==> src/logic/usb_ism_consts.svh <==
/*
 * Register offsets, field positions and reset values of the USB
 * interface state machine register block.
 * Assumes it is included once per compilation unit by bare name.
 */
`ifndef USB_ISM_CONSTS_SVH
`define USB_ISM_CONSTS_SVH

`define ISM_OFS_RESET      8'h00
`define ISM_OFS_DEV_ADDR   8'h08
`define ISM_OFS_FUNC_CTRL  8'h0c
`define ISM_OFS_OTG_CTRL   8'h10
`define ISM_OFS_OTG_STAT   8'h14
`define ISM_OFS_SERIAL     8'h18
`define ISM_OFS_FLAGS      8'h1c
`define ISM_OFS_HOLD_SEL   8'h20
`define ISM_OFS_PORT_MASK  8'h24
`define ISM_OFS_FRAME      8'h28
`define ISM_OFS_PID        8'h2c
`define ISM_OFS_ENDPOINT   8'h30
`define ISM_OFS_EP_MARK    8'h34

`define ISM_FUNC_RESET     5'h07
`define ISM_SERIAL_RESET   4'h2
`define ISM_EP_MARK_OR     5'h10

`define ISM_FLAG_TOKEN     6
`define ISM_FLAG_SE0       5
`define ISM_FLAG_K         4
`define ISM_FLAG_J         3
`define ISM_FLAG_CRC16     2
`define ISM_FLAG_RXACT     1
`define ISM_FLAG_RXERR     0

`endif

==> src/logic/usb_ism_pkg.sv <==
/*
 * Types shared by the USB interface state machine register block.
 * Assumes nothing of its surroundings.
 */
package usb_ism_pkg;
    typedef logic [6:0]  flags_t;
    typedef logic [1:0]  line_state_t;
    typedef logic [31:0] word_t;
    typedef enum logic [2:0]
    {
        PKT_IDLE  = 3'b001,
        PKT_BUSY  = 3'b010,
        PKT_DONE  = 3'b100
    } pkt_state_e;
endpackage

==> src/logic/flag_cell.sv <==
/*
 * One event flag with selectable hold behaviour.
 * Assumes the event and clear inputs are on sys_clk_i.
 */
`timescale 1ns/1ns
module flag_cell
(
    input  wire logic sys_clk_i,
    input  wire logic rst_n_i,
    input  wire logic soft_rst_i,
    input  wire logic hold_i,
    input  wire logic set_i,
    input  wire logic level_i,
    input  wire logic follow_i,
    input  wire logic pkt_start_i,
    input  wire logic clear_i,
    output logic      flag_o
);
    always_ff @(posedge sys_clk_i or negedge rst_n_i)
    begin
        if (!rst_n_i)
            flag_o <= 1'b0;
        else if (soft_rst_i)
            flag_o <= 1'b0;
        else if (hold_i)
        begin
            if (set_i || (follow_i && level_i))
                flag_o <= 1'b1;
            else if (clear_i)
                flag_o <= 1'b0;
        end
        else if (follow_i)
            flag_o <= level_i;
        else if (set_i)
            flag_o <= 1'b1;
        else if (pkt_start_i || clear_i)
            flag_o <= 1'b0;
    end
endmodule

==> src/logic/usb_ism_regs.sv <==
/*
 * Control and status registers of the USB interface state machine,
 * between processor register ports and a UTMI+ transceiver.
 * Assumes 32-bit register accesses on sys_clk_i, packet events from
 * the decoder on the same clock, and raw transceiver status pins.
 */
`timescale 1ns/1ns
`include "usb_ism_consts.svh"
module usb_ism_regs
(
    input  wire logic                     sys_clk_i,
    input  wire logic                     rst_n_i,
    input  wire logic [7:0]               reg_addr_i,
    input  wire logic                     reg_wr_i,
    input  wire usb_ism_pkg::word_t       reg_wdata_i,
    output usb_ism_pkg::word_t            reg_rdata_o,
    input  wire logic                     pkt_start_i,
    input  wire logic [6:0]               pkt_addr_i,
    input  wire logic                     tok_valid_i,
    input  wire logic                     tok_crc_ok_i,
    input  wire logic                     tok_pid_ok_i,
    input  wire logic [3:0]               tok_pid_i,
    input  wire logic [3:0]               tok_ep_i,
    input  wire logic                     crc16_fail_i,
    input  wire logic                     frame_load_i,
    input  wire logic [10:0]              frame_val_i,
    input  wire usb_ism_pkg::line_state_t line_state_i,
    input  wire logic                     rx_active_i,
    input  wire logic                     rx_error_i,
    input  wire logic [5:0]               otg_stat_i,
    input  wire logic [2:0]               serial_rx_i,
    output logic                          pkt_accept_o,
    output logic [4:0]                    rx_ep_o,
    output logic                          ism_reset_o,
    output logic [2:0]                    opmode_o,
    output logic                          term_select_o,
    output logic                          xcvr_select_o,
    output logic [6:0]                    otg_ctrl_o,
    output logic                          tx_se0_o,
    output logic                          tx_data_o,
    output logic                          tx_enable_n_o,
    output logic                          fsls_serial_o,
    output logic                          flag_port_a_o,
    output logic                          flag_port_b_o,
    output logic                          flag_port_c_o,
    output logic                          flag_port_d_o
);
    import usb_ism_pkg::*;

    logic [6:0]  dev_addr_reg;
    logic [4:0]  func_reg;
    logic [6:0]  otg_reg;
    logic [3:0]  serial_reg;
    flags_t      hold_reg;
    word_t       mask_reg;
    logic [10:0] frame_reg;
    logic [3:0]  pid_reg;
    logic [4:0]  ep_reg;
    logic [15:0] ep_mark_reg;
    logic [5:0]  otg_meta_reg, otg_sync_reg;
    logic [3:0]  rx_meta_reg, rx_sync_reg;
    logic [2:0]  ser_meta_reg, ser_sync_reg;
    flags_t      flags, set_vec, lvl_vec, clr_vec;
    logic        soft_rst, addr_hit, tok_good, wr_flags;
    logic [4:0]  rx_ep_next;

    assign soft_rst = reg_wr_i && (reg_addr_i == `ISM_OFS_RESET);
    assign ism_reset_o = soft_rst;

    // Two-stage synchronisers for transceiver status pins.
    always_ff @(posedge sys_clk_i or negedge rst_n_i)
    begin
        if (!rst_n_i)
        begin
            otg_meta_reg <= 6'h00;
            otg_sync_reg <= 6'h00;
            rx_meta_reg  <= 4'h0;
            rx_sync_reg  <= 4'h0;
            ser_meta_reg <= 3'h0;
            ser_sync_reg <= 3'h0;
        end
        else
        begin
            otg_meta_reg <= otg_stat_i;
            otg_sync_reg <= otg_meta_reg;
            rx_meta_reg  <= {line_state_i, rx_active_i, rx_error_i};
            rx_sync_reg  <= rx_meta_reg;
            ser_meta_reg <= serial_rx_i;
            ser_sync_reg <= ser_meta_reg;
        end
    end

    always_ff @(posedge sys_clk_i or negedge rst_n_i)
    begin
        if (!rst_n_i)
        begin
            dev_addr_reg <= 7'h00;
            func_reg     <= `ISM_FUNC_RESET;
            otg_reg      <= 7'h00;
            serial_reg   <= `ISM_SERIAL_RESET;
            hold_reg     <= 7'h00;
            mask_reg     <= 32'h0000_0000;
            ep_mark_reg  <= 16'h0000;
        end
        else if (reg_wr_i)
        begin
            unique case (reg_addr_i)
                `ISM_OFS_DEV_ADDR:  dev_addr_reg <= reg_wdata_i[6:0];
                `ISM_OFS_FUNC_CTRL: func_reg <= reg_wdata_i[4:0];
                `ISM_OFS_OTG_CTRL:
                    otg_reg <= {reg_wdata_i[7:6], reg_wdata_i[4:0]};
                `ISM_OFS_SERIAL:    serial_reg <= reg_wdata_i[3:0];
                `ISM_OFS_HOLD_SEL:  hold_reg <= reg_wdata_i[6:0];
                `ISM_OFS_PORT_MASK: mask_reg <= reg_wdata_i;
                `ISM_OFS_EP_MARK:   ep_mark_reg <= reg_wdata_i[15:0];
                default:            ;
            endcase
        end
    end

    assign opmode_o      = func_reg[4:2];
    assign term_select_o = func_reg[1];
    assign xcvr_select_o = func_reg[0];
    assign otg_ctrl_o    = otg_reg;
    assign tx_se0_o      = serial_reg[3];
    assign tx_data_o     = serial_reg[2];
    assign tx_enable_n_o = serial_reg[1];
    assign fsls_serial_o = serial_reg[0];

    assign addr_hit = (pkt_addr_i == dev_addr_reg);
    assign tok_good = tok_valid_i && tok_crc_ok_i && tok_pid_ok_i
                      && addr_hit;

    always_ff @(posedge sys_clk_i or negedge rst_n_i)
    begin
        if (!rst_n_i)
            pkt_accept_o <= 1'b0;
        else
            pkt_accept_o <= pkt_start_i && addr_hit && !soft_rst;
    end

    always_ff @(posedge sys_clk_i or negedge rst_n_i)
    begin
        if (!rst_n_i)
            frame_reg <= 11'h000;
        else if (soft_rst)
            frame_reg <= 11'h000;
        else if (reg_wr_i && reg_addr_i == `ISM_OFS_FRAME)
            frame_reg <= reg_wdata_i[10:0];
        else if (frame_load_i)
            frame_reg <= frame_val_i;
    end

    always_ff @(posedge sys_clk_i or negedge rst_n_i)
    begin
        if (!rst_n_i)
        begin
            pid_reg <= 4'h0;
            ep_reg  <= 5'h00;
            rx_ep_o <= 5'h00;
        end
        else if (soft_rst)
        begin
            pid_reg <= 4'h0;
            ep_reg  <= 5'h00;
            rx_ep_o <= 5'h00;
        end
        else if (tok_good)
        begin
            pid_reg <= tok_pid_i;
            ep_reg  <= {1'b1, tok_ep_i};
            rx_ep_o <= rx_ep_next;
        end
    end

    always_comb
    begin
        rx_ep_next = {1'b0, tok_ep_i};
        if (ep_mark_reg[tok_ep_i])
            rx_ep_next = rx_ep_next | `ISM_EP_MARK_OR;
    end

    always_comb
    begin
        set_vec = 7'h00;
        set_vec[`ISM_FLAG_TOKEN] = tok_good;
        set_vec[`ISM_FLAG_SE0]   = (rx_sync_reg[3:2] == 2'b00);
        set_vec[`ISM_FLAG_K]     = (rx_sync_reg[3:2] == 2'b10);
        set_vec[`ISM_FLAG_J]     = (rx_sync_reg[3:2] == 2'b01);
        set_vec[`ISM_FLAG_CRC16] = crc16_fail_i;
    end

    assign lvl_vec  = {5'h00, rx_sync_reg[1], rx_sync_reg[0]};
    assign wr_flags = reg_wr_i && (reg_addr_i == `ISM_OFS_FLAGS);
    assign clr_vec  = wr_flags ? reg_wdata_i[6:0] : 7'h00;

    genvar gi;
    generate
        for (gi = 0; gi < 7; gi++)
        begin : g_flag
            flag_cell u_flag
            (
                .sys_clk_i   (sys_clk_i),
                .rst_n_i     (rst_n_i),
                .soft_rst_i  (soft_rst),
                .hold_i      (hold_reg[gi]),
                .set_i       (set_vec[gi]),
                .level_i     (lvl_vec[gi]),
                .follow_i    (gi <= 1),
                .pkt_start_i (pkt_start_i),
                .clear_i     (clr_vec[gi]),
                .flag_o      (flags[gi])
            );
        end
    endgenerate

    always_ff @(posedge sys_clk_i or negedge rst_n_i)
    begin
        if (!rst_n_i)
        begin
            flag_port_a_o <= 1'b0;
            flag_port_b_o <= 1'b0;
            flag_port_c_o <= 1'b0;
            flag_port_d_o <= 1'b0;
        end
        else
        begin
            flag_port_a_o <= |(flags & mask_reg[6:0]);
            flag_port_b_o <= |(flags & mask_reg[14:8]);
            flag_port_c_o <= |(flags & mask_reg[22:16]);
            flag_port_d_o <= |(flags & mask_reg[30:24]);
        end
    end

    // OTG status; serial receive; reserved zero
    always_comb
    begin
        reg_rdata_o = 32'h0000_0000;
        unique case (reg_addr_i)
            `ISM_OFS_DEV_ADDR:  reg_rdata_o[6:0] = dev_addr_reg;
            `ISM_OFS_FUNC_CTRL: reg_rdata_o[4:0] = func_reg;
            `ISM_OFS_OTG_CTRL:
                reg_rdata_o[7:0] = {otg_reg[6:5], 1'b0, otg_reg[4:0]};
            `ISM_OFS_OTG_STAT:  reg_rdata_o[5:0] = otg_sync_reg;
            `ISM_OFS_SERIAL:
                reg_rdata_o[6:0] = {ser_sync_reg, serial_reg};
            `ISM_OFS_FLAGS:     reg_rdata_o[6:0] = flags;
            `ISM_OFS_HOLD_SEL:  reg_rdata_o[6:0] = hold_reg;
            `ISM_OFS_PORT_MASK: reg_rdata_o = mask_reg;
            `ISM_OFS_FRAME:     reg_rdata_o[10:0] = frame_reg;
            `ISM_OFS_PID:       reg_rdata_o[3:0] = pid_reg;
            `ISM_OFS_ENDPOINT:  reg_rdata_o[4:0] = ep_reg;
            `ISM_OFS_EP_MARK:   reg_rdata_o[15:0] = ep_mark_reg;
            default:            reg_rdata_o = 32'h0000_0000;
        endcase
    end
endmodule

==> config.mk <==
export PLATFORM = sky130hd
export DESIGN_NAME = usb_ism_regs
export DESIGN_NICKNAME = d
export VERILOG_FILES = /design/src/logic/usb_ism_pkg.sv /design/src/logic/flag_cell.sv /design/src/logic/usb_ism_regs.sv
export VERILOG_INCLUDE_DIRS = /design/src /design/src/logic
export SDC_FILE = /design/constraint.sdc
export NUM_CORES = 1
export LEC_CHECK = 0
export BUFFER_PORTS_ARGS = -buffer_cell sky130_fd_sc_hd__buf_4
export CAP_MARGIN = 0
export CORE_UTILIZATION = 50
export CTS_BUF_LIST = sky130_fd_sc_hd__clkbuf_8
export DETAILED_ROUTE_END_ITERATION = 16
export GPL_ROUTABILITY_DRIVEN = 1
export PLACE_DENSITY = 0.86
export SYNTH_ARGS = -nofsm -noshare
export SYNTH_HDL_FRONTEND = slang
export SYNTH_SLANG_ARGS = --single-unit
==> constraint.sdc <==
create_clock -name sys_clk_i -period 2.5 [get_ports sys_clk_i]
set_clock_uncertainty 0.05 [all_clocks]
set_input_delay 0.125 -clock sys_clk_i [delete_from_list [all_inputs] [get_ports sys_clk_i]]
set_output_delay 0.125 -clock sys_clk_i [all_outputs]
set_load 0.005 [all_outputs]
==> impl_metrics.yaml <==
outcome:
  status: "finished clean"
logic_synthesis:
  synth-compound-area-share: 0.1115
  yosysUniqueCellTypes: 63
  synthMuxAreaShare: 0.2085
  synth_edf_count: 0
  synth_seq_cells: 137
  synthFlopType: "dfrtp_1"
  async_flop_share: 1.000
  synthSimpleGateAreaFrac: 0.1103
  syn_area_per_cell_um2: 12.77
  synth_xor_area_frac: 0.009548
  synth_nets: 591
  synth_fa_ha_area_frac: 0
  ys_warn_count: 0
  seq_area_frac_synth: 0.5347
  postSynthCellCount: 503
  synth_top_family_by_area: "multiplexers"
  synthesis.area_um2: 6421
cells_and_area:
  diodes: 0
  fillers: 881
  final_common_cell: "buf_4"
  fin_nets: 807
  final_layout_size_suffix_gt1_frac: 0.3890
  final_cell_mix: "163 x buf_4, 133 x dfrtp_1, 68 x mux2_2"
  largest_reg_flops: 32
  area_delta_synth_final_pct: 35.68
  fin_cells: 897
detailed_routing:
  drt_iter0_drc: 588
  wire_per_inst_um: 23.55
  met1Wirelength_mm: 8.335
  highest-signal-layer: "met4"
  wl_met2_mm: 10.19
  wl_met3_mm: 1.665
  vias_per_cell: 6.098
  first_pass_iters: 6
  drt_wl_total_mm: 21.13
  drc: 0
  ant_nets: 0
  dr_total_vias: 5470
sta:
  timing.final.hold_violations: 0
  period_needed_ns: 2.298
  rsz0062_at_grt: "no"
  tightest_slew_ns: 0.8163
  slew_viol_final: 0
  max_freq_mhz: 435.1
  fin_crit_sh: 0.9193
  slew-limit-headroom: 0.4532
  setup-violations-final: 0
  setup_tns_ns: 0
worst_setup_path:
  endpoint_kind: "output port"
  critPathLaunchType: "register"
  path_class: "reg2out"
  cpPeakStageDelay_ns: 0.54
  crit_buf_inv: 1
  required_ns: 2.33
  crit_fanout: 6
  arrival_ns: 2.12
  critical_path.cell_chain: "mux2_2 -> and3_1 -> o21ai_0 -> o211ai_1 -> buf_4"
  worst_path_max_delay_cell: "dfrtp_1"
  crit_family: "flip-flops"
floorplan:
  die-width_um: 115.3
  core_um2: 12570
  die_area_um2: 13300
  initial_core_util: 0.5109
  ios: 147
  rows: 41
  fp.dieH_um: 115.3
clocking:
  h-tree-depth: 4
  cts_tree: "built"
  cts_made_buffers: 17
  cts-root-buf: "clkbuf_8"
  clk_latency_ns: 0.46
  clock-sinks: 137
  cts_setup_buffers: 0
  clk_pin_slew_ns: 0.07
  cts.path.max_buffers: 2
  cts_resized: 0
place:
  place_inst: 807
  place_hpwl_mm: 14.38
  place.gp.congestion: 0.9570
  io_buffers: 146
global_route:
  antenna_found_initial: 0
  grt_overflow: 0
  grt_usage: 0.3366
  grt_pass1_vias: 5585
  grt_max_degree: 55
  grt_first_pass_wirelength_mm: 32.13
worst_hold_path:
  worstHoldPathType: "in2reg"
flow_run:
  max_cap_viol_count: 0
power_and_ir_drop:
  pwr_density_cell_nw_per_um2: 532.3
  p_leak_nw: 4.252
  ir_drop_v: 0.0004116
routing by layer:
metal | global-route usage | vias to the layer above
li1 | - | 2318
met1 | 0.4337 | 2757
met2 | 0.5297 | 318
met3 | 0.08909 | 77
met4 | 0.1619 | 0
met5 | 0 | -
final timing paths:
kind	startpoint	to	slack (ns)	cells after the start
max	g_flag[0].u_flag.flag_o	reg_rdata_o[0]	0.20	5
min	frame_val_i[4]	frame_reg[4]	0.02	3
max reg2reg	dev_addr_reg[0]	pid_reg[3]	0.35	4
min reg2reg	otg_meta_reg[3]	otg_sync_reg[3]	0.30	0
max in group asynchronous	rst_n_i	func_reg[2]	1.55	3
min in group asynchronous	rst_n_i	mask_reg[28]	0.07	2
timing repair:
action | in CTS | in global routing
hold buffers | 65 | 0
endpoints found under the hold margin | 247 | 0
setup endpoints to repair | 0 | 0
cell type report:
type / instances / area (um2) / share of cell area
flip-flops and latches: 137 / 3433 / 0.3941
clock inverters: 6 / 56.30 / 0.006463
clock buffers: 19 / 261.5 / 0.03002
repair buffers: 230 / 1914 / 0.2197
well taps: 172 / 215.2 / 0.02470
multi-input cells: 331 / 2824 / 0.3241
inverters: 2 / 7.507 / 0.0008617
worst min-delay path: cells and delay by family:
| kind | cells | cell delay (ns) |
|---|---|---|
| AOI/OAI and AO/OA | 1 | 0.09 |
| buffers and inverters | 1 | 0.11 |
| muxes | 1 | 0.15 |
power breakdown:
group / switching, W / leakage, nW / internal, W
clock network: 0.000808 / 0.168 / 0.000788
registers: 0.000113 / 1.78 / 0.00234
logic: 0.000265 / 2.30 / 0.000324
total: 0.00119 / 4.25 / 0.00345
Yosys cell counts (all sizes together), types with 3 or more instances:
cell    instances  area share
a211oi         12       0.014
nor3            7      0.0070
clkbuf         11      0.0064
mux2           82        0.14
nand2          19       0.012
o211ai          5      0.0058
a31oi           8      0.0078
nand4           3      0.0029
mux2i          28       0.044
a22o           16       0.022
xor2            7      0.0095
nand3           8      0.0062
nor2           24       0.014
and2           18       0.018
nor4b           3      0.0097
o21ai           9      0.0070
a222oi          4      0.0062
and3            5      0.0049
dfrtp         133        0.52
a21oi           7      0.0055
dfstp           4       0.016
nor4            3      0.0053
a22oi          18       0.021
buf            22       0.018
mux4            6       0.021
per-stage QoR:
step                cell area [um2]  hold slack (ns)    util  power, W  setup slack, ns
floorplan                      6421          -0.2206       -  0.002658           0.7271
global placement               7744         0.002800  0.6161  0.002962           0.3976
detailed placement             7744         0.001372  0.6161  0.002980           0.3340
CTS                            8712         0.001498  0.6932  0.004622           0.2302
global route                   8712          0.02227  0.6932  0.004792           0.1498
finish                         8712          0.01741  0.6932  0.004637           0.2018
cell families after synthesis:
kind of cell | after synthesis
muxes | 116
and+or+nand+nor | 113
DFF | 137
xor gates and xnor gates | 7
AOI/OAI and AO/OA | 95
buffers and inverters | 35
No activity file was read; power rests on OpenSTA's default activity.
